--- src/uart_ctl_pkg.sv ---
// shared constants and types for the serial channel control block
package uart_ctl_pkg;

  // ---------------------------------------------------------------
  // register offsets (byte addresses)
  // ---------------------------------------------------------------
  localparam logic [9:0] OFF_STATUS_MASK = 10'h194;
  localparam logic [9:0] OFF_PRELOAD_HI  = 10'h198;
  localparam logic [9:0] OFF_PRELOAD_LO  = 10'h19c;
  localparam logic [9:0] OFF_VECTOR      = 10'h1f0;
  localparam logic [9:0] OFF_INPUT_PIN   = 10'h1f4;
  localparam logic [9:0] OFF_CHANGE      = 10'h190;
  localparam logic [9:0] OFF_RTS_SET     = 10'h1f8;
  localparam logic [9:0] OFF_RTS_CLEAR   = 10'h1fc;
  localparam logic [9:0] OFF_CONTROL     = 10'h188;
  localparam logic [9:0] OFF_TX_HOLD     = 10'h18c;

  // ---------------------------------------------------------------
  // field positions
  // ---------------------------------------------------------------
  localparam int BIT_COS      = 7;
  localparam int BIT_DBRK     = 2;
  localparam int BIT_RXF      = 1;
  localparam int BIT_TXR      = 0;
  localparam int BIT_FF_SEL   = 6;
  localparam int BIT_IEC      = 0;
  localparam int BIT_CTS      = 0;
  localparam int BIT_RTS      = 0;
  localparam int BIT_CHG_COS  = 4;
  localparam int BIT_TX_EN    = 0;

  // ---------------------------------------------------------------
  // reset values, change register ones and minimum preload
  // ---------------------------------------------------------------
  localparam logic [7:0] RST_MASK    = 8'h00;
  localparam logic [7:0] RST_VECTOR  = 8'h0f;
  localparam logic [7:0] RST_PRELOAD = 8'h00;
  localparam logic [7:0] CHANGE_ONES = 8'h0e;
  localparam logic [15:0] MIN_PRELOAD = 16'h0002;

  // ---------------------------------------------------------------
  // carriers
  // ---------------------------------------------------------------
  typedef struct packed {
    logic       rd;
    logic       wr;
    logic [9:0] addr;
    logic [7:0] wdata;
  } bus_req_t;

  typedef struct packed {
    logic fifo_full;
    logic rx_ready;
    logic tx_empty;
    logic break_edge;
  } rx_stat_t;

endpackage

--- src/uart_ctl.sv ---
// serial channel interrupt, preload and modem port control
//
// Behaviour
// - receiver status flag shows fifo full or receiver ready per mode bit 6
// - transmitter ready is one when holding empty, zero after load or disable
// - character written while transmitter ready is zero is dropped
// - interrupt asserted when any status flag and its mask bit are set
// - status read shows true flags whatever the mask holds
// - mask bits 7,2,1,0 enable sources; write-only; reset zero
// - preload is high byte then low byte of a sixteen-bit value
// - both preload bytes are write-only, reads give zero
// - eight-bit vector register resets to 0f hex
// - input port bit gives clear-to-send level latched at the read
// - input port bit equals change register bit 0
// - one written to set address asserts request-to-send
// - one written to clear address negates request-to-send
// - request-to-send pin is the inverse of the internal bit
// - reading the change register clears the change-of-state flag
// - status bit 7 set by a transition only when input enable is one
// - delta break set on start or end of a received break
`timescale 1ns/1ps
module uart_ctl
  import uart_ctl_pkg::*;
(
  input  wire logic                   clock,
  input  wire logic                   reset_n,
  input  wire uart_ctl_pkg::bus_req_t bus_req,
  output logic [7:0]                  rdata,
  input  wire uart_ctl_pkg::rx_stat_t rx_stat,
  input  wire logic                   mode_ff_sel,
  input  wire logic                   cts_n_pin,
  input  wire logic                   tx_shift_take,
  output logic                        rts_n_pin,
  output logic                        irq,
  output logic [7:0]                  vector,
  output logic [15:0]                 preload,
  output logic                        tx_load,
  output logic [7:0]                  tx_char
);
  import uart_ctl_pkg::*;

  // ---------------------------------------------------------------
  // register storage
  // ---------------------------------------------------------------
  logic [7:0] mask_reg;
  logic [7:0] preload_hi_reg;
  logic [7:0] preload_lo_reg;
  logic       rts_bit_reg;
  logic       iec_reg;
  logic       tx_en_reg;
  logic       tx_full_reg;
  logic       cts_s;
  logic       cts_prev_reg;
  logic       cos_chg;
  logic       cos_isr;
  logic       dbrk;
  logic [7:0] status;
  logic       wr;
  logic       rd;

  assign wr = bus_req.wr;
  assign rd = bus_req.rd;

  // ---------------------------------------------------------------
  // pin synchroniser
  // ---------------------------------------------------------------
  sync2 u_cts
  (
    .clock   (clock),
    .reset_n (reset_n),
    .d       (cts_n_pin),
    .q       (cts_s)
  );

  always_ff @(posedge clock)
  begin
    if (!reset_n)
      cts_prev_reg <= 1'b1;
    else
      cts_prev_reg <= cts_s;
  end

  // ---------------------------------------------------------------
  // control registers
  // ---------------------------------------------------------------
  always_ff @(posedge clock)
  begin
    if (!reset_n)
      mask_reg <= RST_MASK;
    else if (wr && bus_req.addr == OFF_STATUS_MASK)
      mask_reg <= bus_req.wdata;
  end

  always_ff @(posedge clock)
  begin
    if (!reset_n)
    begin
      preload_hi_reg <= RST_PRELOAD;
      preload_lo_reg <= RST_PRELOAD;
    end
    else if (wr && bus_req.addr == OFF_PRELOAD_HI)
      preload_hi_reg <= bus_req.wdata;
    else if (wr && bus_req.addr == OFF_PRELOAD_LO)
      preload_lo_reg <= bus_req.wdata;
  end

  always_ff @(posedge clock)
  begin
    if (!reset_n)
      preload <= {RST_PRELOAD, RST_PRELOAD};
    else
      preload <= {preload_hi_reg, preload_lo_reg};
  end

  always_ff @(posedge clock)
  begin
    if (!reset_n)
      vector <= RST_VECTOR;
    else if (wr && bus_req.addr == OFF_VECTOR)
      vector <= bus_req.wdata;
  end

  always_ff @(posedge clock)
  begin
    if (!reset_n)
    begin
      iec_reg   <= 1'b0;
      tx_en_reg <= 1'b0;
    end
    else if (wr && bus_req.addr == OFF_CONTROL)
    begin
      iec_reg   <= bus_req.wdata[BIT_IEC];
      tx_en_reg <= bus_req.wdata[BIT_TX_EN];
    end
  end

  // ---------------------------------------------------------------
  // request-to-send port
  // ---------------------------------------------------------------
  always_ff @(posedge clock)
  begin
    if (!reset_n)
      rts_bit_reg <= 1'b0;
    else if (wr && bus_req.addr == OFF_RTS_SET && bus_req.wdata[BIT_RTS])
      rts_bit_reg <= 1'b1;
    else if (wr && bus_req.addr == OFF_RTS_CLEAR
             && bus_req.wdata[BIT_RTS])
      rts_bit_reg <= 1'b0;
  end

  always_ff @(posedge clock)
  begin
    if (!reset_n)
      rts_n_pin <= 1'b1;
    else
      rts_n_pin <= ~rts_bit_reg;
  end

  // ---------------------------------------------------------------
  // transmit holding register
  // ---------------------------------------------------------------
  // a write while full or disabled is dropped, not queued
  always_ff @(posedge clock)
  begin
    if (!reset_n)
    begin
      tx_full_reg <= 1'b0;
      tx_char     <= 8'h00;
    end
    else if (!tx_en_reg)
      tx_full_reg <= 1'b0;
    else if (wr && bus_req.addr == OFF_TX_HOLD && !tx_full_reg)
    begin
      tx_full_reg <= 1'b1;
      tx_char     <= bus_req.wdata;
    end
    else if (tx_shift_take)
      tx_full_reg <= 1'b0;
  end

  always_ff @(posedge clock)
  begin
    if (!reset_n)
      tx_load <= 1'b0;
    else
      tx_load <= tx_en_reg && tx_full_reg && tx_shift_take;
  end

  // ---------------------------------------------------------------
  // status flags
  // ---------------------------------------------------------------
  status_flag u_cos_chg
  (
    .clock   (clock),
    .reset_n (reset_n),
    .set     (cts_s != cts_prev_reg),
    .clear   (rd && bus_req.addr == OFF_CHANGE),
    .flag    (cos_chg)
  );

  status_flag u_cos_isr
  (
    .clock   (clock),
    .reset_n (reset_n),
    .set     ((cts_s != cts_prev_reg) && iec_reg),
    .clear   (rd && bus_req.addr == OFF_CHANGE),
    .flag    (cos_isr)
  );

  status_flag u_dbrk
  (
    .clock   (clock),
    .reset_n (reset_n),
    .set     (rx_stat.break_edge),
    .clear   (wr && bus_req.addr == OFF_CONTROL
              && bus_req.wdata[BIT_DBRK]),
    .flag    (dbrk)
  );

  always_comb
  begin
    status = 8'h00;
    status[BIT_COS]  = cos_isr;
    status[BIT_DBRK] = dbrk;
    status[BIT_RXF]  = mode_ff_sel ? rx_stat.fifo_full
                                   : rx_stat.rx_ready;
    status[BIT_TXR]  = tx_en_reg && !tx_full_reg;
  end

  always_ff @(posedge clock)
  begin
    if (!reset_n)
      irq <= 1'b0;
    else
      irq <= |(status & mask_reg);
  end

  // ---------------------------------------------------------------
  // read data
  // ---------------------------------------------------------------
  // status and mask share an offset: read gives status, write sets mask
  always_ff @(posedge clock)
  begin
    if (!reset_n)
      rdata <= 8'h00;
    else if (rd)
    begin
      unique case (bus_req.addr)
        OFF_STATUS_MASK: rdata <= status;
        OFF_VECTOR:      rdata <= vector;
        OFF_INPUT_PIN:   rdata <= {7'h00, cts_s};
        OFF_CHANGE:      rdata <= {3'h0, cos_chg, CHANGE_ONES[3:1],
                                   cts_s};
        default:         rdata <= 8'h00;
      endcase
    end
  end

  // ---------------------------------------------------------------
  // checks
  // ---------------------------------------------------------------
  property p_irq_follows;
    @(posedge clock) disable iff (!reset_n)
      1'b1 |=> irq == $past(|(status & mask_reg));
  endproperty
  a_irq_follows: assert property (p_irq_follows)
    else $error("interrupt does not follow masked status");

  property p_mask_reset;
    @(posedge clock) !reset_n |=> mask_reg == 8'h00;
  endproperty
  a_mask_reset: assert property (p_mask_reset)
    else $error("mask not cleared by reset");

  property p_vec_reset;
    @(posedge clock) !reset_n |=> vector == 8'h0f;
  endproperty
  a_vec_reset: assert property (p_vec_reset)
    else $error("vector reset value wrong");

  property p_rts_set;
    @(posedge clock) disable iff (!reset_n)
      (wr && bus_req.addr == OFF_RTS_SET && bus_req.wdata[0])
        |=> ##1 !rts_n_pin;
  endproperty
  a_rts_set: assert property (p_rts_set)
    else $error("set write did not assert pin");

  property p_rts_clr;
    @(posedge clock) disable iff (!reset_n)
      (wr && bus_req.addr == OFF_RTS_CLEAR && bus_req.wdata[0]
       && !(bus_req.addr == OFF_RTS_SET)) |=> ##1 rts_n_pin;
  endproperty
  a_rts_clr: assert property (p_rts_clr)
    else $error("clear write did not negate pin");

  property p_preload_read;
    @(posedge clock) disable iff (!reset_n)
      (rd && (bus_req.addr == OFF_PRELOAD_HI
              || bus_req.addr == OFF_PRELOAD_LO)) |=> rdata == 8'h00;
  endproperty
  a_preload_read: assert property (p_preload_read)
    else $error("preload value visible on read");

  property p_cos_clear;
    @(posedge clock) disable iff (!reset_n)
      (rd && bus_req.addr == OFF_CHANGE && cts_s == cts_prev_reg)
        |=> !cos_isr;
  endproperty
  a_cos_clear: assert property (p_cos_clear)
    else $error("change read did not clear flag");

  property p_cos_gate;
    @(posedge clock) disable iff (!reset_n)
      (!cos_isr && !iec_reg) |=> !cos_isr;
  endproperty
  a_cos_gate: assert property (p_cos_gate)
    else $error("flag set with input enable off");

  property p_txr_load;
    @(posedge clock) disable iff (!reset_n)
      (wr && bus_req.addr == OFF_TX_HOLD && status[0]) |=> !status[0];
  endproperty
  a_txr_load: assert property (p_txr_load)
    else $error("ready flag still set after load");

  property p_rx_sel;
    @(posedge clock) disable iff (!reset_n)
      status[1] == (mode_ff_sel ? rx_stat.fifo_full : rx_stat.rx_ready);
  endproperty
  a_rx_sel: assert property (p_rx_sel)
    else $error("receiver flag source wrong");

endmodule

--- src/sync2.sv ---
// two flip-flop level synchroniser
`timescale 1ns/1ps
module sync2
(
  input  wire logic clock,
  input  wire logic reset_n,
  input  wire logic d,
  output logic      q
);
  logic meta_reg;

  always_ff @(posedge clock)
  begin
    if (!reset_n)
    begin
      meta_reg <= 1'b1;
      q        <= 1'b1;
    end
    else
    begin
      meta_reg <= d;
      q        <= meta_reg;
    end
  end
endmodule

--- src/status_flag.sv ---
// sticky flag, set beats clear
`timescale 1ns/1ps
module status_flag
(
  input  wire logic clock,
  input  wire logic reset_n,
  input  wire logic set,
  input  wire logic clear,
  output logic      flag
);
  always_ff @(posedge clock)
  begin
    if (!reset_n)
      flag <= 1'b0;
    else if (set)
      flag <= 1'b1;
    else if (clear)
      flag <= 1'b0;
  end
endmodule

--- config.mk ---
export PLATFORM = sky130hd
export DESIGN_NAME = uart_ctl
export DESIGN_NICKNAME = d
export VERILOG_FILES = /design/src/uart_ctl_pkg.sv /design/src/uart_ctl.sv /design/src/sync2.sv /design/src/status_flag.sv
export SDC_FILE = /design/constraint.sdc
export NUM_CORES = 1
export LEC_CHECK = 0
export BUFFER_PORTS_ARGS = -buffer_cell sky130_fd_sc_hd__buf_2
export CORE_ASPECT_RATIO = 1.25
export CORE_MARGIN = 5
export CORE_UTILIZATION = 35
export CTS_CLUSTER_DIAMETER = 100
export CTS_CLUSTER_SIZE = 14
export DETAILED_ROUTE_END_ITERATION = 10
export SYNTH_ARGS = -nofsm -noshare
export SYNTH_HDL_FRONTEND = slang
export SYNTH_SLANG_ARGS = --single-unit
--- constraint.sdc ---
create_clock -name clock -period 3.4 [get_ports clock]
set_input_delay 0.17 -clock clock [delete_from_list [all_inputs] [get_ports clock]]
set_output_delay 0.17 -clock clock [all_outputs]
set_load 0.01 [all_outputs]
==> qor.txt <==
GLOBAL ROUTE
---------------------------------------------------------------------------------
Wire length of the first global-routing pass                              10.7 mm
Via count of the first global-routing pass                                   2053
Remaining Overflow, GRT                                                         0
Antenna violations before repair                                                0
Combined global-route utilization of all metal layers                       0.149
Maximum number of pins on one net before global-route repair                   45

CRITICAL PATH
---------------------------------------------------------------------------------
Worst Reg-to-Reg Cells                                                          4
Capturing element type of the critical path                                  flop
Setup slack, reg-to-reg                                                   1.68 ns
Critical Setup Path Class                                            input pin to flop
Beginning of the critical path                                        bus_req[17]
Capturing point of the worst reg2reg path                              tx_char[3]
Required time reported for the critical path endpoint                     3.59 ns
Kind of start point of the critical path                                input pin
Capture point of the worst path                                        tx_char[3]
Data arrival, critical path                                               2.02 ns
Highest fanout seen on the critical path                                        8
Source of the worst register-to-register timing path                  tx_full_reg

STA
---------------------------------------------------------------------------------
Final setup margin                                                        1.57 ns
Worst-margin pin slew                                                    0.988 ns
Worst clock skew                                                       0.00554 ns
# setup viols final                                                             0
Final min period                                                          1.83 ns
Final hold violation count                                                      0
Final worst-path cycle share                                                0.538
Relative slew slack                                                         0.341
Fmax                                                                    0.547 GHz
Final count of pins violating max slew                                          0
Setup TNS Final                                                              0 ns
Setup repair after global routing missed its margin                         false

PWR
---------------------------------------------------------------------------------
Leakage                                                                   1.45 nW
Tot Pwr                                                                 0.00159 W
Total internal power                                                    0.00123 W
Max VDD drop                                                             0.216 mV
Fraction of power consumed by sequential logic                              0.535
Combinational power share                                                   0.046
Sw Ratio                                                                    0.225
Areal power density over the cells                                    479 nW/um^2
Clock share of power                                                        0.419
Switching power                                                        0.000357 W

HOLD PATH
---------------------------------------------------------------------------------
Type of the tightest min-delay check                                 input pin to flop

CLOCK TREE
---------------------------------------------------------------------------------
CTS H-tree lvls                                                                 3
Cts repair resizes                                                              0
Clock latency of the later-clocked register in the worst-skew pair        0.33 ns
Number of buffers on the longest clock path                                     2
Total clock buffers created by CTS                                              9
Post-CTS Hold Fix Bufs                                                          0
CTS tree                                                                     done
Clock sink count                                                               72
CTS clock-pin slew for the worst setup and hold paths                     0.07 ns
Root buf cell                                                        sky130_fd_sc_hd__clkbuf_8
# Post-CTS Setup Buffers                                                        0

ROUTE
---------------------------------------------------------------------------------
Average routed wire per standard cell                                14.7 microns
Total Routed Length                                                       6.51 mm
Via count                                                                    2111
Starting DRC count in detailed routing                                         96
Residual DRC                                                                    0
Via density per instance                                                     4.78
Detail Route Antenna Nets                                                       0
Number of optimization iterations in the first detailed-route pass              5

SYNTHESIS
---------------------------------------------------------------------------------
Cells taking the most area after synthesis                           sky130_fd_sc_hd__dfxtp_1, sky130_fd_sc_hd__mux2i_1, sky130_fd_sc_hd__and2_1
Dominant register cell in the synthesized netlist                    sky130_fd_sc_hd__dfxtp_1
Gate count after technology mapping                                           276
Share of synthesized registers carrying an async set or reset                   0
Synth warn                                                                      0
Synthesis-stage register bit count                                             72
Number of enable-type register cells in the synthesized netlist                 0
Average cell area after synthesis                                      9.71 sq um
Most instantiated library cell after synthesis                       sky130_fd_sc_hd__dfxtp_1
Cell types with the highest counts after synthesis                   sky130_fd_sc_hd__dfxtp_1, sky130_fd_sc_hd__nand2_1, sky130_fd_sc_hd__mux2i_1
Share of the synthesized area in the top cell type                          0.538
Mapped cell area                                                       2680 sq um
Post-Syn Nets                                                                 305
Post-synthesis sequential area ratio                                        0.538
Count of unique library cells instantiated by Yosys                            38
Cell type contributing the most total cell area after synthesis      sky130_fd_sc_hd__dfxtp_1

LAYOUT
---------------------------------------------------------------------------------
Diode insertion count for antenna repair                                        0
Number of nets at the end of the flow                                         374
Area Overhead vs Synth                                                      23.6%
Max reg flops                                                                  16
Most flops, register                                                      preload
Final design instance area without fill                                3310 sq um
Filler cell count in the final layout                                         727
Layout cells sized above 1                                                  0.266

DIE
---------------------------------------------------------------------------------
Vertical extent of the die                                            108 microns
Placeable core region                                                  7400 sq um
Die ar.                                                                9510 sq um
Count of pins on the block boundary                                            72
Cell row count                                                                 35
Width of the die                                                     88.3 microns
Starting Density                                                            0.362

PLACEMENT
---------------------------------------------------------------------------------
GPL Wtd Cong                                                                0.819
Setup slack at placement                                                  1.18 ns
Cell area reported after detailed placement                            3110 sq um
Post-detail-place hpwl                                                    4.59 mm
Number of input and output port buffers inserted                               70

OUTCOME
---------------------------------------------------------------------------------
Run status                                                              completed

JOB
---------------------------------------------------------------------------------
Max-cap violations                                                              0

[how the worst min path moves through the flow]
stage / cells after the start / from / to / slack [ns]
global route: 2 / cts_n_pin / u_cts.meta_reg / 0.01
global placement: 2 / cts_n_pin / u_cts.meta_reg / 0.36
CTS: 2 / cts_n_pin / u_cts.meta_reg / 0.002
finish: 2 / cts_n_pin / u_cts.meta_reg / 0.02
floorplan: 1 / bus_req[2] / u_dbrk.flag / 0.27
detailed placement: 2 / cts_n_pin / u_cts.meta_reg / 0.36
[cell usage in the layout, fill, tap and decap left out, types with 2 or more instances in the layout]
master / count
sky130_fd_sc_hd__o22ai_1: 2
sky130_fd_sc_hd__nand4_1: 4
sky130_fd_sc_hd__nor3_1: 2
sky130_fd_sc_hd__buf_4: 4
sky130_fd_sc_hd__nor2_1: 22
sky130_fd_sc_hd__nand2_1: 28
sky130_fd_sc_hd__a221oi_1: 2
sky130_fd_sc_hd__nand2b_1: 10
sky130_fd_sc_hd__nand3b_1: 3
sky130_fd_sc_hd__o21ai_0: 14
sky130_fd_sc_hd__buf_2: 70
sky130_fd_sc_hd__nand3_1: 16
sky130_fd_sc_hd__clkinv_2: 2
sky130_fd_sc_hd__a21o_1: 2
sky130_fd_sc_hd__nor2b_1: 2
sky130_fd_sc_hd__and3_1: 2
sky130_fd_sc_hd__and2_1: 17
sky130_fd_sc_hd__a21oi_1: 10
sky130_fd_sc_hd__clkbuf_8: 10
sky130_fd_sc_hd__nor4_4: 2
sky130_fd_sc_hd__inv_1: 5
sky130_fd_sc_hd__mux2i_1: 27
sky130_fd_sc_hd__o41ai_1: 2
sky130_fd_sc_hd__dfxtp_1: 72
sky130_fd_sc_hd__and4_1: 2
[kinds of logic after synthesis]
family	share of synthesized area
AOI/OAI and AO/OA	0.0803
DFF	0.538
and+or+nand+nor	0.244
xor gates and xnor gates	0.00654
muxes	0.101
buffers and inverters	0.0299
[critical path, cell delays in order]
cell and delay (ns):
sky130_fd_sc_hd__buf_2 0.10, sky130_fd_sc_hd__or4b_1 0.68, sky130_fd_sc_hd__nor4_4 0.75, sky130_fd_sc_hd__mux2i_1 0.26, sky130_fd_sc_hd__nor2_1 0.05
[layer usage]
metal,global-route usage,up-vias,wire [microns]
met5,0,-,0
met4,0.0713,0,48
met2,0.230,64,3230
met1,0.195,954,2850
met3,0.0306,2,379
li1,-,1091,-
[power by group through the flow]
stage | registers, W | clock network (W) | logic, W
after global routing | 0.000849 | 0.000729 | 0.0000825
after floorplan | 0.000867 | 0 | 0.0000363
after CTS | 0.000848 | 0.000689 | 0.0000742
after detailed placement | 0.000868 | 0 | 0.0000739
after global placement | 0.000868 | 0 | 0.0000731
final | 0.000849 | 0.000664 | 0.0000735
[final cells by class]
cell class / count / area (sq um) / share of cell area
sequential: 72 / 1440 / 0.435
timing repair buffer: 74 / 380 / 0.115
inverter: 5 / 18.8 / 0.00567
multi-input combinational: 183 / 1160 / 0.350
tap: 92 / 115 / 0.0348
clock buffer: 11 / 141 / 0.0427
clock inverter: 5 / 56.3 / 0.0170
[per-stage QoR]
| step | std cells | hold WS [ns] | util |
|---|---|---|---|
| after CTS | 442 | 0.00181 | 0.447 |
| after global placement | 426 | 0.364 | 0.421 |
| final | 442 | 0.0200 | 0.447 |
| after detailed placement | 426 | 0.361 | 0.421 |
| after floorplan | 276 | 0.271 | - |
| after global routing | 442 | 0.0146 | 0.447 |
(Power assumes the default switching activity.)
